**src/core/clkchg_consts.svh**
```systemverilog
// Timing counts and encodings for the clock change controller
`ifndef CLKCHG_CONSTS_SVH
`define CLKCHG_CONSTS_SVH
`define CLK_PERIOD_NS 50
`define CKE_LOW_HOLD_CYC 2
`define STABLE_PRE_CKE_CYC 2
`define TXP_NS 100
`define TXP_CYC ((`TXP_NS + `CLK_PERIOD_NS - 1) / `CLK_PERIOD_NS)
`define NOP_CA_BITS 3'h7
`define CA_WIDTH 10
`endif

```
**src/core/clkchg_pkg.sv**
```systemverilog
// Types for the clock change controller
package clkchg_pkg;
    typedef enum logic [2:0] {
        ST_RUN,
        ST_PD_ENTRY,
        ST_HOLD,
        ST_CHANGE,
        ST_RESTART,
        ST_EXIT,
        ST_XP
    } state_e;

    typedef struct packed {
        logic cke;
        logic cs_n;
        logic [9:0] ca;
    } cmd_bus_s;
endpackage : clkchg_pkg

```
**src/core/clkchg_ctrl.sv**
```systemverilog
// Host-side controller that changes or stops the memory clock safely
// How it works
// - CKE-low change needs refresh met, REFab only
// - Activates, precharges and tRCD/tRP done first
// - Keep old clock two cycles after CKE low
// - Two clean clock cycles before CKE high
// - Each clock period within tCK limits
// - Reprogram WR, RL via MRW afterwards; code only raises mrw_needed, issues no MRW
// - Stopped clock: CK low, CK# high
// - CKE-high change after all commands finish
// - CKE-high change after all command timings
// - CS# high during CKE-high change
// - NOP only when CKE steady two cycles
// - Power-down entry then NOP next cycle
// - Wait tXP after CKE high before commands
`timescale 1ns/1ps
`include "clkchg_consts.svh"
module clkchg_ctrl #(
    parameter int MAX_DIV = 8
) (
    input wire logic clk,
    input wire logic sys_rst,
    input wire logic change_req,
    input wire logic keep_cke_high,
    input wire logic stop_clock,
    input wire logic [7:0] new_div,
    input wire logic mem_quiet,
    output logic change_ack,
    output logic ready,
    output logic mrw_needed,
    output logic ck,
    output logic ck_n,
    output clkchg_pkg::cmd_bus_s cmd
);
    // Counts are held in eight bits, and the bus struct must match its width
    if (MAX_DIV < 1 || MAX_DIV > 255) begin : g_bad_div
        $error("MAX_DIV out of range");
    end
    if ($bits(clkchg_pkg::cmd_bus_s) != `CA_WIDTH + 2) begin : g_bad_bus
        $error("command bus width does not match CA_WIDTH");
    end

    localparam logic [7:0] CKE_HOLD = 8'(`CKE_LOW_HOLD_CYC);
    localparam logic [7:0] PRE_CKE = 8'(`STABLE_PRE_CKE_CYC);
    localparam logic [7:0] XP_CYC = 8'(`TXP_CYC);

    clkchg_pkg::state_e state_q;
    logic [7:0] div_q;
    logic [7:0] div_cnt_q;
    logic [7:0] cyc_cnt_q;
    logic ck_q;
    logic ck_rise;
    logic cke_hi_mode_q;
    logic stop_q;
    logic running;

    // Clamped divider keeps each period inside the allowed window
    function automatic logic [7:0] clamp_div(input logic [7:0] d);
        if (d == 8'h00) begin
            clamp_div = 8'h01;
        end else if (d > 8'(MAX_DIV)) begin
            clamp_div = 8'(MAX_DIV);
        end else begin
            clamp_div = d;
        end
    endfunction : clamp_div

    // A stop parks the pair only after the high phase ends, so the last
    // pulse keeps its full width; the stopped level is the low phase
    assign running = (state_q != clkchg_pkg::ST_CHANGE) || !stop_q || ck_q;
    assign ck_rise = running && !ck_q && (div_cnt_q == 8'h00);

    // Clock generator: half period is div_q system cycles
    always_ff @(posedge clk or posedge sys_rst) begin
        if (sys_rst) begin
            div_cnt_q <= 8'h00;
            ck_q <= 1'b0;
        end else if (!running) begin
            div_cnt_q <= 8'h00;
            ck_q <= 1'b0;
        end else if (div_cnt_q == 8'h00) begin
            div_cnt_q <= div_q - 8'h01;
            ck_q <= !ck_q;
        end else begin
            div_cnt_q <= div_cnt_q - 8'h01;
        end
    end

    // Divider reloads from new_div on every cycle in ST_CHANGE, whether or not the clock is parked
    always_ff @(posedge clk or posedge sys_rst) begin
        if (sys_rst) begin
            div_q <= 8'h01;
        end else if (state_q == clkchg_pkg::ST_CHANGE) begin
            div_q <= clamp_div(new_div);
        end
    end

    // Sequencer: take, hold old clock, park, restart, exit latency
    always_ff @(posedge clk or posedge sys_rst) begin
        if (sys_rst) begin
            state_q <= clkchg_pkg::ST_RUN;
            cyc_cnt_q <= 8'h00;
            cke_hi_mode_q <= 1'b0;
            stop_q <= 1'b0;
        end else begin
            case (state_q)
                clkchg_pkg::ST_RUN: begin
                    // Caller vouches that bursts, timings, refresh are done
                    if (change_req && mem_quiet && ck_rise) begin
                        cke_hi_mode_q <= keep_cke_high;
                        stop_q <= stop_clock;
                        cyc_cnt_q <= 8'h00;
                        state_q <= keep_cke_high ? clkchg_pkg::ST_HOLD
                                                 : clkchg_pkg::ST_PD_ENTRY;
                    end
                end
                clkchg_pkg::ST_PD_ENTRY: begin
                    // CKE drops on this edge while the old clock keeps running
                    if (ck_rise) begin
                        state_q <= clkchg_pkg::ST_HOLD;
                    end
                end
                clkchg_pkg::ST_HOLD: begin
                    if (ck_rise) begin
                        if (cyc_cnt_q + 8'h01 >= CKE_HOLD) begin
                            state_q <= clkchg_pkg::ST_CHANGE;
                        end
                        cyc_cnt_q <= cyc_cnt_q + 8'h01;
                    end
                end
                clkchg_pkg::ST_CHANGE: begin
                    if (!change_req) begin
                        cyc_cnt_q <= 8'h00;
                        state_q <= clkchg_pkg::ST_RESTART;
                    end
                end
                clkchg_pkg::ST_RESTART: begin
                    // Counting one extra rise gives two whole clean cycles
                    if (ck_rise) begin
                        if (cyc_cnt_q >= PRE_CKE) begin
                            cyc_cnt_q <= 8'h00;
                            state_q <= cke_hi_mode_q ? clkchg_pkg::ST_XP
                                                     : clkchg_pkg::ST_EXIT;
                        end else begin
                            cyc_cnt_q <= cyc_cnt_q + 8'h01;
                        end
                    end
                end
                clkchg_pkg::ST_EXIT: begin
                    if (ck_rise) begin
                        cyc_cnt_q <= 8'h00;
                        state_q <= clkchg_pkg::ST_XP;
                    end
                end
                clkchg_pkg::ST_XP: begin
                    // Latency counted in ck rises, so a slow clock waits longer
                    if (ck_rise) begin
                        if (cyc_cnt_q + 8'h01 >= XP_CYC) begin
                            state_q <= clkchg_pkg::ST_RUN;
                        end
                        cyc_cnt_q <= cyc_cnt_q + 8'h01;
                    end
                end
                default: state_q <= clkchg_pkg::ST_RUN;
            endcase
        end
    end

    // Command pins: CKE low from power-down entry to exit, CS# high
    always_ff @(posedge clk or posedge sys_rst) begin
        if (sys_rst) begin
            cmd.cke <= 1'b1;
            cmd.cs_n <= 1'b1;
            cmd.ca <= `CA_WIDTH'h3FF;
        end else begin
            case (state_q)
                clkchg_pkg::ST_RUN: cmd.cke <= 1'b1;
                clkchg_pkg::ST_PD_ENTRY,
                clkchg_pkg::ST_HOLD,
                clkchg_pkg::ST_CHANGE,
                clkchg_pkg::ST_RESTART: cmd.cke <= cke_hi_mode_q;
                clkchg_pkg::ST_EXIT,
                clkchg_pkg::ST_XP: cmd.cke <= 1'b1;
                default: cmd.cke <= 1'b1;
            endcase
            // Both NOP encodings held: CS# high and CA0-2 high
            cmd.cs_n <= 1'b1;
            cmd.ca <= {7'h7F, `NOP_CA_BITS};
        end
    end

    // Pair from one register so the two halves never overlap
    always_ff @(posedge clk or posedge sys_rst) begin
        if (sys_rst) begin
            ck <= 1'b0;
            ck_n <= 1'b1;
        end else begin
            ck <= ck_q;
            ck_n <= !ck_q;
        end
    end

    always_ff @(posedge clk or posedge sys_rst) begin
        if (sys_rst) begin
            change_ack <= 1'b0;
            ready <= 1'b1;
            mrw_needed <= 1'b0;
        end else begin
            change_ack <= (state_q == clkchg_pkg::ST_CHANGE);
            // Ready drops as soon as a request is seen, even a refused one
            ready <= (state_q == clkchg_pkg::ST_RUN) && !change_req;
            // Advisory only: the caller picks which settings to rewrite
            if (state_q == clkchg_pkg::ST_CHANGE) begin
                mrw_needed <= 1'b1;
            end else if (change_req && state_q == clkchg_pkg::ST_RUN) begin
                mrw_needed <= 1'b0;
            end
        end
    end
endmodule : clkchg_ctrl

```
**config.mk**
```make
export PLATFORM = sky130hd
export DESIGN_NAME = clkchg_ctrl
export DESIGN_NICKNAME = d
export VERILOG_FILES = /design/src/core/clkchg_pkg.sv /design/src/core/clkchg_ctrl.sv
export VERILOG_INCLUDE_DIRS = /design/src /design/src/core
export SDC_FILE = /design/constraint.sdc
export NUM_CORES = 1
export LEC_CHECK = 0
export BUFFER_PORTS_ARGS = -buffer_cell sky130_fd_sc_hd__buf_2
export CAP_MARGIN = 15
export CORE_MARGIN = 1.5
export CORE_UTILIZATION = 45
export CTS_BUF_LIST = sky130_fd_sc_hd__clkbuf_8
export CTS_CLUSTER_DIAMETER = 80
export DETAILED_ROUTE_END_ITERATION = 10
export PLACE_DENSITY = 0.69
export SLEW_MARGIN = 20
export SYNTH_ARGS = -nofsm -noshare
export SYNTH_HDL_FRONTEND = slang
export SYNTH_SLANG_ARGS = --single-unit
export TNS_END_PERCENT = 5
```
**constraint.sdc**
```tcl
create_clock -name clk -period 6.1 [get_ports clk]
set_input_delay 1.83 -clock clk [delete_from_list [all_inputs] [get_ports clk]]
set_output_delay 1.83 -clock clk [all_outputs]
set_load 0.01 [all_outputs]
```
# --- Word level (Yosys, flattened, before mapping) ---
# Index checks and enable logic that the tools add are counted.
totals:
  regBits: 36
  inputBits: 14
classes:
  addsub: 3
  magnitude_cmp: 3
  eq_ne: 19
  muxes: 29
  reduce_logical: 21
ops:
  columns: ["operator", "count"]
  rows:
  - ["$mux 8", 10]
  - ["$pmux 8 s5", 1]
  - ["$mux 3", 10]
  - ["$pmux 3 s7", 1]
  - ["$ne 2x2->1 const B", 10]
  - ["$ge 8x2->1 const B", 2]
  - ["$logic_not 8->1", 2]
  - ["$sub 8x1->8 const B", 2]
  - ["$reduce_and 10->1", 1]
  - ["$eq 3x3->1 const B", 3]
  - ["$add 8x1->8 const B", 1]
  - ["$gt 8x4->1 const B", 1]
  - ["$eq 3x2->1 const B", 2]
  - ["$logic_and 1x1->1", 6]
  - ["$reduce_and 6->1", 1]
  - ["$mux 1", 5]
  - ["$reduce_bool 5->1", 1]
  - ["$mux 2", 2]
  - ["$ne 2x1->1 const B", 2]
  - ["$reduce_or 4->1", 1]
  - ["$eq 3x1->1 const B", 1]
  - ["$logic_not 1->1", 3]
  - ["$logic_not 3->1", 1]
  - ["$ne 3x2->1 const B", 1]
  - ["other kinds (4)", 5]

# --- Longest topological paths before layout ---
depth:
  ltp_word: 8
  mapped_depth: 8

# --- Worst setup path after synthesis ---
# OpenSTA, ideal clock, no wires.
synth_timing:
  kind: "input port to flip-flop"
  start: "in mem_quiet"
  end: "reg cyc_cnt_q[6]"
  t_arrival_ns: 2.931
  t_required_ns: 6.020
  setup_slack_ns: 3.089
  cell_stages: 5
  cell_sequence: "nand3b_1 > a2111oi_4 > a221oi_2 > or4_4 > o211ai_2"
synth_via:
  elab_chain_len: 4
synth_rtl:
  columns: ["item", "line_no", "text"]
  rows:
  - ["start: declaration", "clkchg_ctrl.sv:27", "input wire logic mem_quiet,"]
  - ["$logic_and 1x1->1 (2 in series)", "clkchg_ctrl.sv:109", "if (change_req && mem_quiet && ck_rise) begin"]
  - ["$ne 2x2->1 (no source line)", null, null]
  - ["$reduce_and 6->1 (no source line)", null, null]
  - ["end signal: assignment", "clkchg_ctrl.sv:128", "cyc_cnt_q <= cyc_cnt_q + 8'h01;"]
  - ["end signal: assignment", "clkchg_ctrl.sv:145", "cyc_cnt_q <= cyc_cnt_q + 8'h01;"]
  - ["end signal: assignment", "clkchg_ctrl.sv:161", "cyc_cnt_q <= cyc_cnt_q + 8'h01;"]
  - ["end: declaration", "clkchg_ctrl.sv:50", "logic [7:0] cyc_cnt_q;"]
# Every way passes these cells.
# A chain may end at the register's enable or synchronous reset.

# --- Worst setup path after layout ---
layout_timing:
  start: "in change_req"
  end: "reg cyc_cnt_q[0]"
layout_via:
  elab_chain_len: 4
layout_rtl:
  columns: ["item", "line_no", "text"]
  rows:
  - ["start: declaration", "clkchg_ctrl.sv:23", "input wire logic change_req,"]
  - ["$logic_and 1x1->1 (2 in series)", "clkchg_ctrl.sv:109", null]
  - ["$ne 2x2->1 (no source line)", null, null]
  - ["$reduce_and 6->1 (no source line) *", null, null]
# Every way passes the cells marked *; elsewhere a longest branch is shown, timed or not.

==> metrics.log <==
INFO  metric detailroute.via_count = 1,661
INFO  metric synth_edf_count = 0
INFO  metric postSynthRegisterBits = 36
INFO  metric worst_setup_sp_type = primary input
INFO  metric critical_path_arrival = 3.19 ns
INFO  metric setup_viol = 0
INFO  metric drc = 0
INFO  metric p_leak = 1.022 nW
INFO  metric tritoncts = yes
INFO  metric grt_pass1_vias = 1,483
INFO  metric power_frac_seq = 42.1%
INFO  metric htree_levels = 2
INFO  metric fp.dieArea = 0.005041 mm^2
INFO  metric final_critical_path_time_including_i_o_delays_and_setup = 2.964 ns
INFO  metric netlist_area = 0.002081 mm^2
INFO  metric post_route_cells_drive_above_1_share = 19.34%
INFO  metric placed_cells_incl_taps = 287
INFO  metric clock_path_buffers = 2
INFO  metric cts-resized-gates = 0
INFO  metric pwr-share-comb = 36.8%
INFO  metric largest_net_degree_at_the_start_of_global_routing = 37
INFO  metric cts_setup_buffers = 0
INFO  metric timing.critical_path.fanout_max = 7
INFO  metric yosys_warnings = 0
INFO  metric setup.worst_path.end = cyc_cnt_q[0]$_DFFE_PP0P_
INFO  metric run_status = completed
INFO  metric area_growth_syn_to_layout = 9.080%
INFO  metric critical_path_rt = 6.33 ns
INFO  metric inserted_clock_buffers = 5
INFO  metric timing.critical_path.to_type = register
INFO  metric rsz0062_at_grt = false
INFO  metric synth_top_cell_by_area = sky130_fd_sc_hd__dfrtp_1
INFO  metric timing.final.max_slew_violations = 0
INFO  metric antenna_cells_inserted = 0
INFO  metric ctsHoldBuffers = 0
INFO  metric r2r_slack = 3.61 ns
INFO  metric relSlewSlack = 62.73%
INFO  metric firstDrtPassIters = 4
INFO  metric die_x = 71 um
INFO  metric detailedPlacementHpwl = 2855 um
INFO  metric drt-initial-drc-count = 194
INFO  metric port_buffers = 19
INFO  metric final-instance-count-excl-fill = 295
INFO  metric grt_use_total = 17.67%
INFO  metric gp_congestion = 0.8069
INFO  metric wirelength = 4111 um
INFO  metric rows = 24
INFO  metric class_of_the_tightest_hold_or_removal_check = reg -> reg
INFO  metric max_clock_freq = 337.3 MHz
INFO  metric ir_worst_vdd = 0.0002722 V
INFO  metric floorplan.core_area = 0.004414 mm^2
INFO  metric timing_worst_slew_pin_value = 0.5539 ns
INFO  metric clock_tree_root_buffer_cell = sky130_fd_sc_hd__clkbuf_8
INFO  metric clock_latency = 0.30 ns
INFO  metric wl_per_cell = 13.94 um
INFO  metric synthesis.instances = 225
INFO  metric ys_top_cells_by_area = sky130_fd_sc_hd__dfrtp_1 (38%), sky130_fd_sc_hd__nor2_1 (5.2%), sky130_fd_sc_hd__dfstp_2 (5.1%)
INFO  metric start_util = 47.14%
INFO  metric reg2regPathDepth = 5
INFO  metric grt.overflow.total = 0
INFO  metric syn_area_per_cell = 9.248 um^2
INFO  metric dominantRegCellSynth = sky130_fd_sc_hd__dfrtp_1
INFO  metric die_h = 71 um
INFO  metric synth-async-reset-ratio = 100.0%
INFO  metric clk_pin_slew_worst_paths = 0.07 ns
INFO  metric fin_tns_setup = 0 ns
INFO  metric yosysTopAreaCellShare = 38.48%
INFO  metric vias_per_cell = 5.631
INFO  metric hold_violations = 0
INFO  metric drtAntennaViolNets = 0
INFO  metric internal-power = 0.0005948 W
INFO  metric whs = 0.4714 ns
INFO  metric criticalPathCategory = in -> reg
INFO  metric power.share.switching = 39.17%
INFO  metric power_switching = 0.0003830 W
INFO  metric timing.rr.start = div_cnt_q[3]$_DFF_PP0_
INFO  metric timing.final.crit_share = 48.60%
INFO  metric io_pins = 31
INFO  metric clock_power_share = 21.2%
INFO  metric r2r_end = state_q[0]$_DFFE_PP0P_
INFO  metric synth-seq-area-share = 43.54%
INFO  metric antenna_found_initial = 0
INFO  metric numClockSinks = 36
INFO  metric synth_cell_types = 49
INFO  metric finish.utilization = 51.42%
INFO  metric max-cap-violations = 0
INFO  metric clock-skew-final = 0.01102 ns
INFO  metric start_point_of_the_critical_path = change_req
INFO  metric final_net_count = 260
INFO  metric first_pass_grt_wire_length = 7058 um
INFO  metric fillCellCount = 416
INFO  metric power_density = 430.8 mW/mm^2
worst min-delay path by stage:
stage                                    start              endpoint  slack, ns  cells after the start
after global placement    div_q[0]$_DFFE_PP1P_  div_q[0]$_DFFE_PP1P_       0.46                      2
after floorplan           div_q[0]$_DFFE_PP1P_  div_q[0]$_DFFE_PP1P_       0.44                      2
final                     div_q[0]$_DFFE_PP1P_  div_q[0]$_DFFE_PP1P_       0.47                      2
after global routing      div_q[0]$_DFFE_PP1P_  div_q[0]$_DFFE_PP1P_       0.50                      2
after CTS                 div_q[0]$_DFFE_PP1P_  div_q[0]$_DFFE_PP1P_       0.48                      2
after detailed placement  div_q[0]$_DFFE_PP1P_  div_q[0]$_DFFE_PP1P_       0.47                      2
area by class of cell:
cell class | count | area (um^2) | share of cell area (%)
clock buffer | 5 | 68.82 | 3.032
sequential | 36 | 905.9 | 39.91
timing repair buffer | 20 | 102.6 | 4.520
inverter | 9 | 33.78 | 1.488
clock inverter | 3 | 38.79 | 1.709
multi-input combinational | 170 | 1055 | 46.47
tap | 52 | 65.06 | 2.867
through the flow:
step	setup slack [ns]	total power (W)	area [um^2]
after CTS	3.154	0.0009833	2270
final	3.136	0.0009778	2270
after detailed placement	2.858	0.0007752	2162
after floorplan	3.089	0.0006954	2118
after global routing	3.036	0.001056	2270
after global placement	2.873	0.0007668	2162
cell usage in the layout, fill, tap and decap left out, types with 4 or more instances in the layout:
master	n
sky130_fd_sc_hd__o21ai_0	11
sky130_fd_sc_hd__xor2_1	4
sky130_fd_sc_hd__o211ai_1	4
sky130_fd_sc_hd__nor2b_1	9
sky130_fd_sc_hd__nor2_1	29
sky130_fd_sc_hd__or4_1	5
sky130_fd_sc_hd__ha_1	4
sky130_fd_sc_hd__buf_2	19
sky130_fd_sc_hd__dfstp_2	4
sky130_fd_sc_hd__nor3_1	7
sky130_fd_sc_hd__a22o_1	7
sky130_fd_sc_hd__dfrtp_1	32
sky130_fd_sc_hd__nand2_1	16
sky130_fd_sc_hd__conb_1	11
sky130_fd_sc_hd__inv_1	9
sky130_fd_sc_hd__clkbuf_8	5
sky130_fd_sc_hd__a21oi_1	14
Yosys cell counts, drive strengths merged (3+ instances only):
cell	instances
nand3b	3
mux2	3
clkbuf	8
nand2	16
dfstp	4
o211ai	5
a22o	7
or3	4
ha	4
nor2b	9
a21oi	14
or4	6
or2	3
buf	12
o21ai	11
a211oi	3
nand3	3
and3	3
inv	8
xor2	4
nor3	8
nor2	30
dfrtp	32
sequential cells by signal (all words and copies together), names as in the netlist:
| signal | flops |
|---|---|
| stop_q | 1 |
| ck_n | 1 |
| div_cnt_q | 8 |
| cke_hi_mode_q | 1 |
| state_q | 3 |
| ck | 1 |
| ready | 1 |
| ck_q | 1 |
| mrw_needed | 1 |
| div_q | 8 |
| change_ack | 1 |
| cmd | 1 |
| cyc_cnt_q | 8 |
critical path, stage by stage:
cell	delay [ns]
sky130_fd_sc_hd__buf_2	0.15
sky130_fd_sc_hd__nand3b_1	0.13
sky130_fd_sc_hd__a2111oi_4	0.34
sky130_fd_sc_hd__a221oi_2	0.10
sky130_fd_sc_hd__nor2_1	0.40
sky130_fd_sc_hd__mux2_2	0.23
metal layers:
metal / wire, um / part of all wire [%] / vias up / track usage, %
li1: - / - / 815 / -
met1: 1957 / 48 / 798 / 24.23
met2: 1935 / 47 / 43 / 27.41
met3: 176 / 4.3 / 5 / 5.271
met4: 42 / 1.0 / 0 / 4.822
met5: 0 / 0 / - / 0
power groups by stage:
stage | Combinational, W | Clock, W | Sequential, W
6_report | 0.000359 | 0.000207 | 0.000411
5_1_grt | 0.000407 | 0.000221 | 0.000428
4_1_cts | 0.000361 | 0.000211 | 0.000411
3_5_place_dp | 0.000359 | 0 | 0.000416
3_3_place_gp | 0.000353 | 0 | 0.000414
2_1_floorplan | 0.000312 | 0 | 0.000383
logic make-up after synthesis:
| group | after synthesis | share of synthesized area [%] |
|---|---|---|
| xor gates and xnor gates | 6 | 2.526 |
| other | 1 | 0.1802 |
| buffers and inverters | 29 | 7.577 |
| muxes | 3 | 1.623 |
| and+or+nand+nor | 92 | 23.15 |
| DFF | 36 | 43.54 |
| adders and majority gates | 4 | 2.405 |
| AOI/OAI and AO/OA | 54 | 19.00 |
Power figures use the tool's default switching activity.
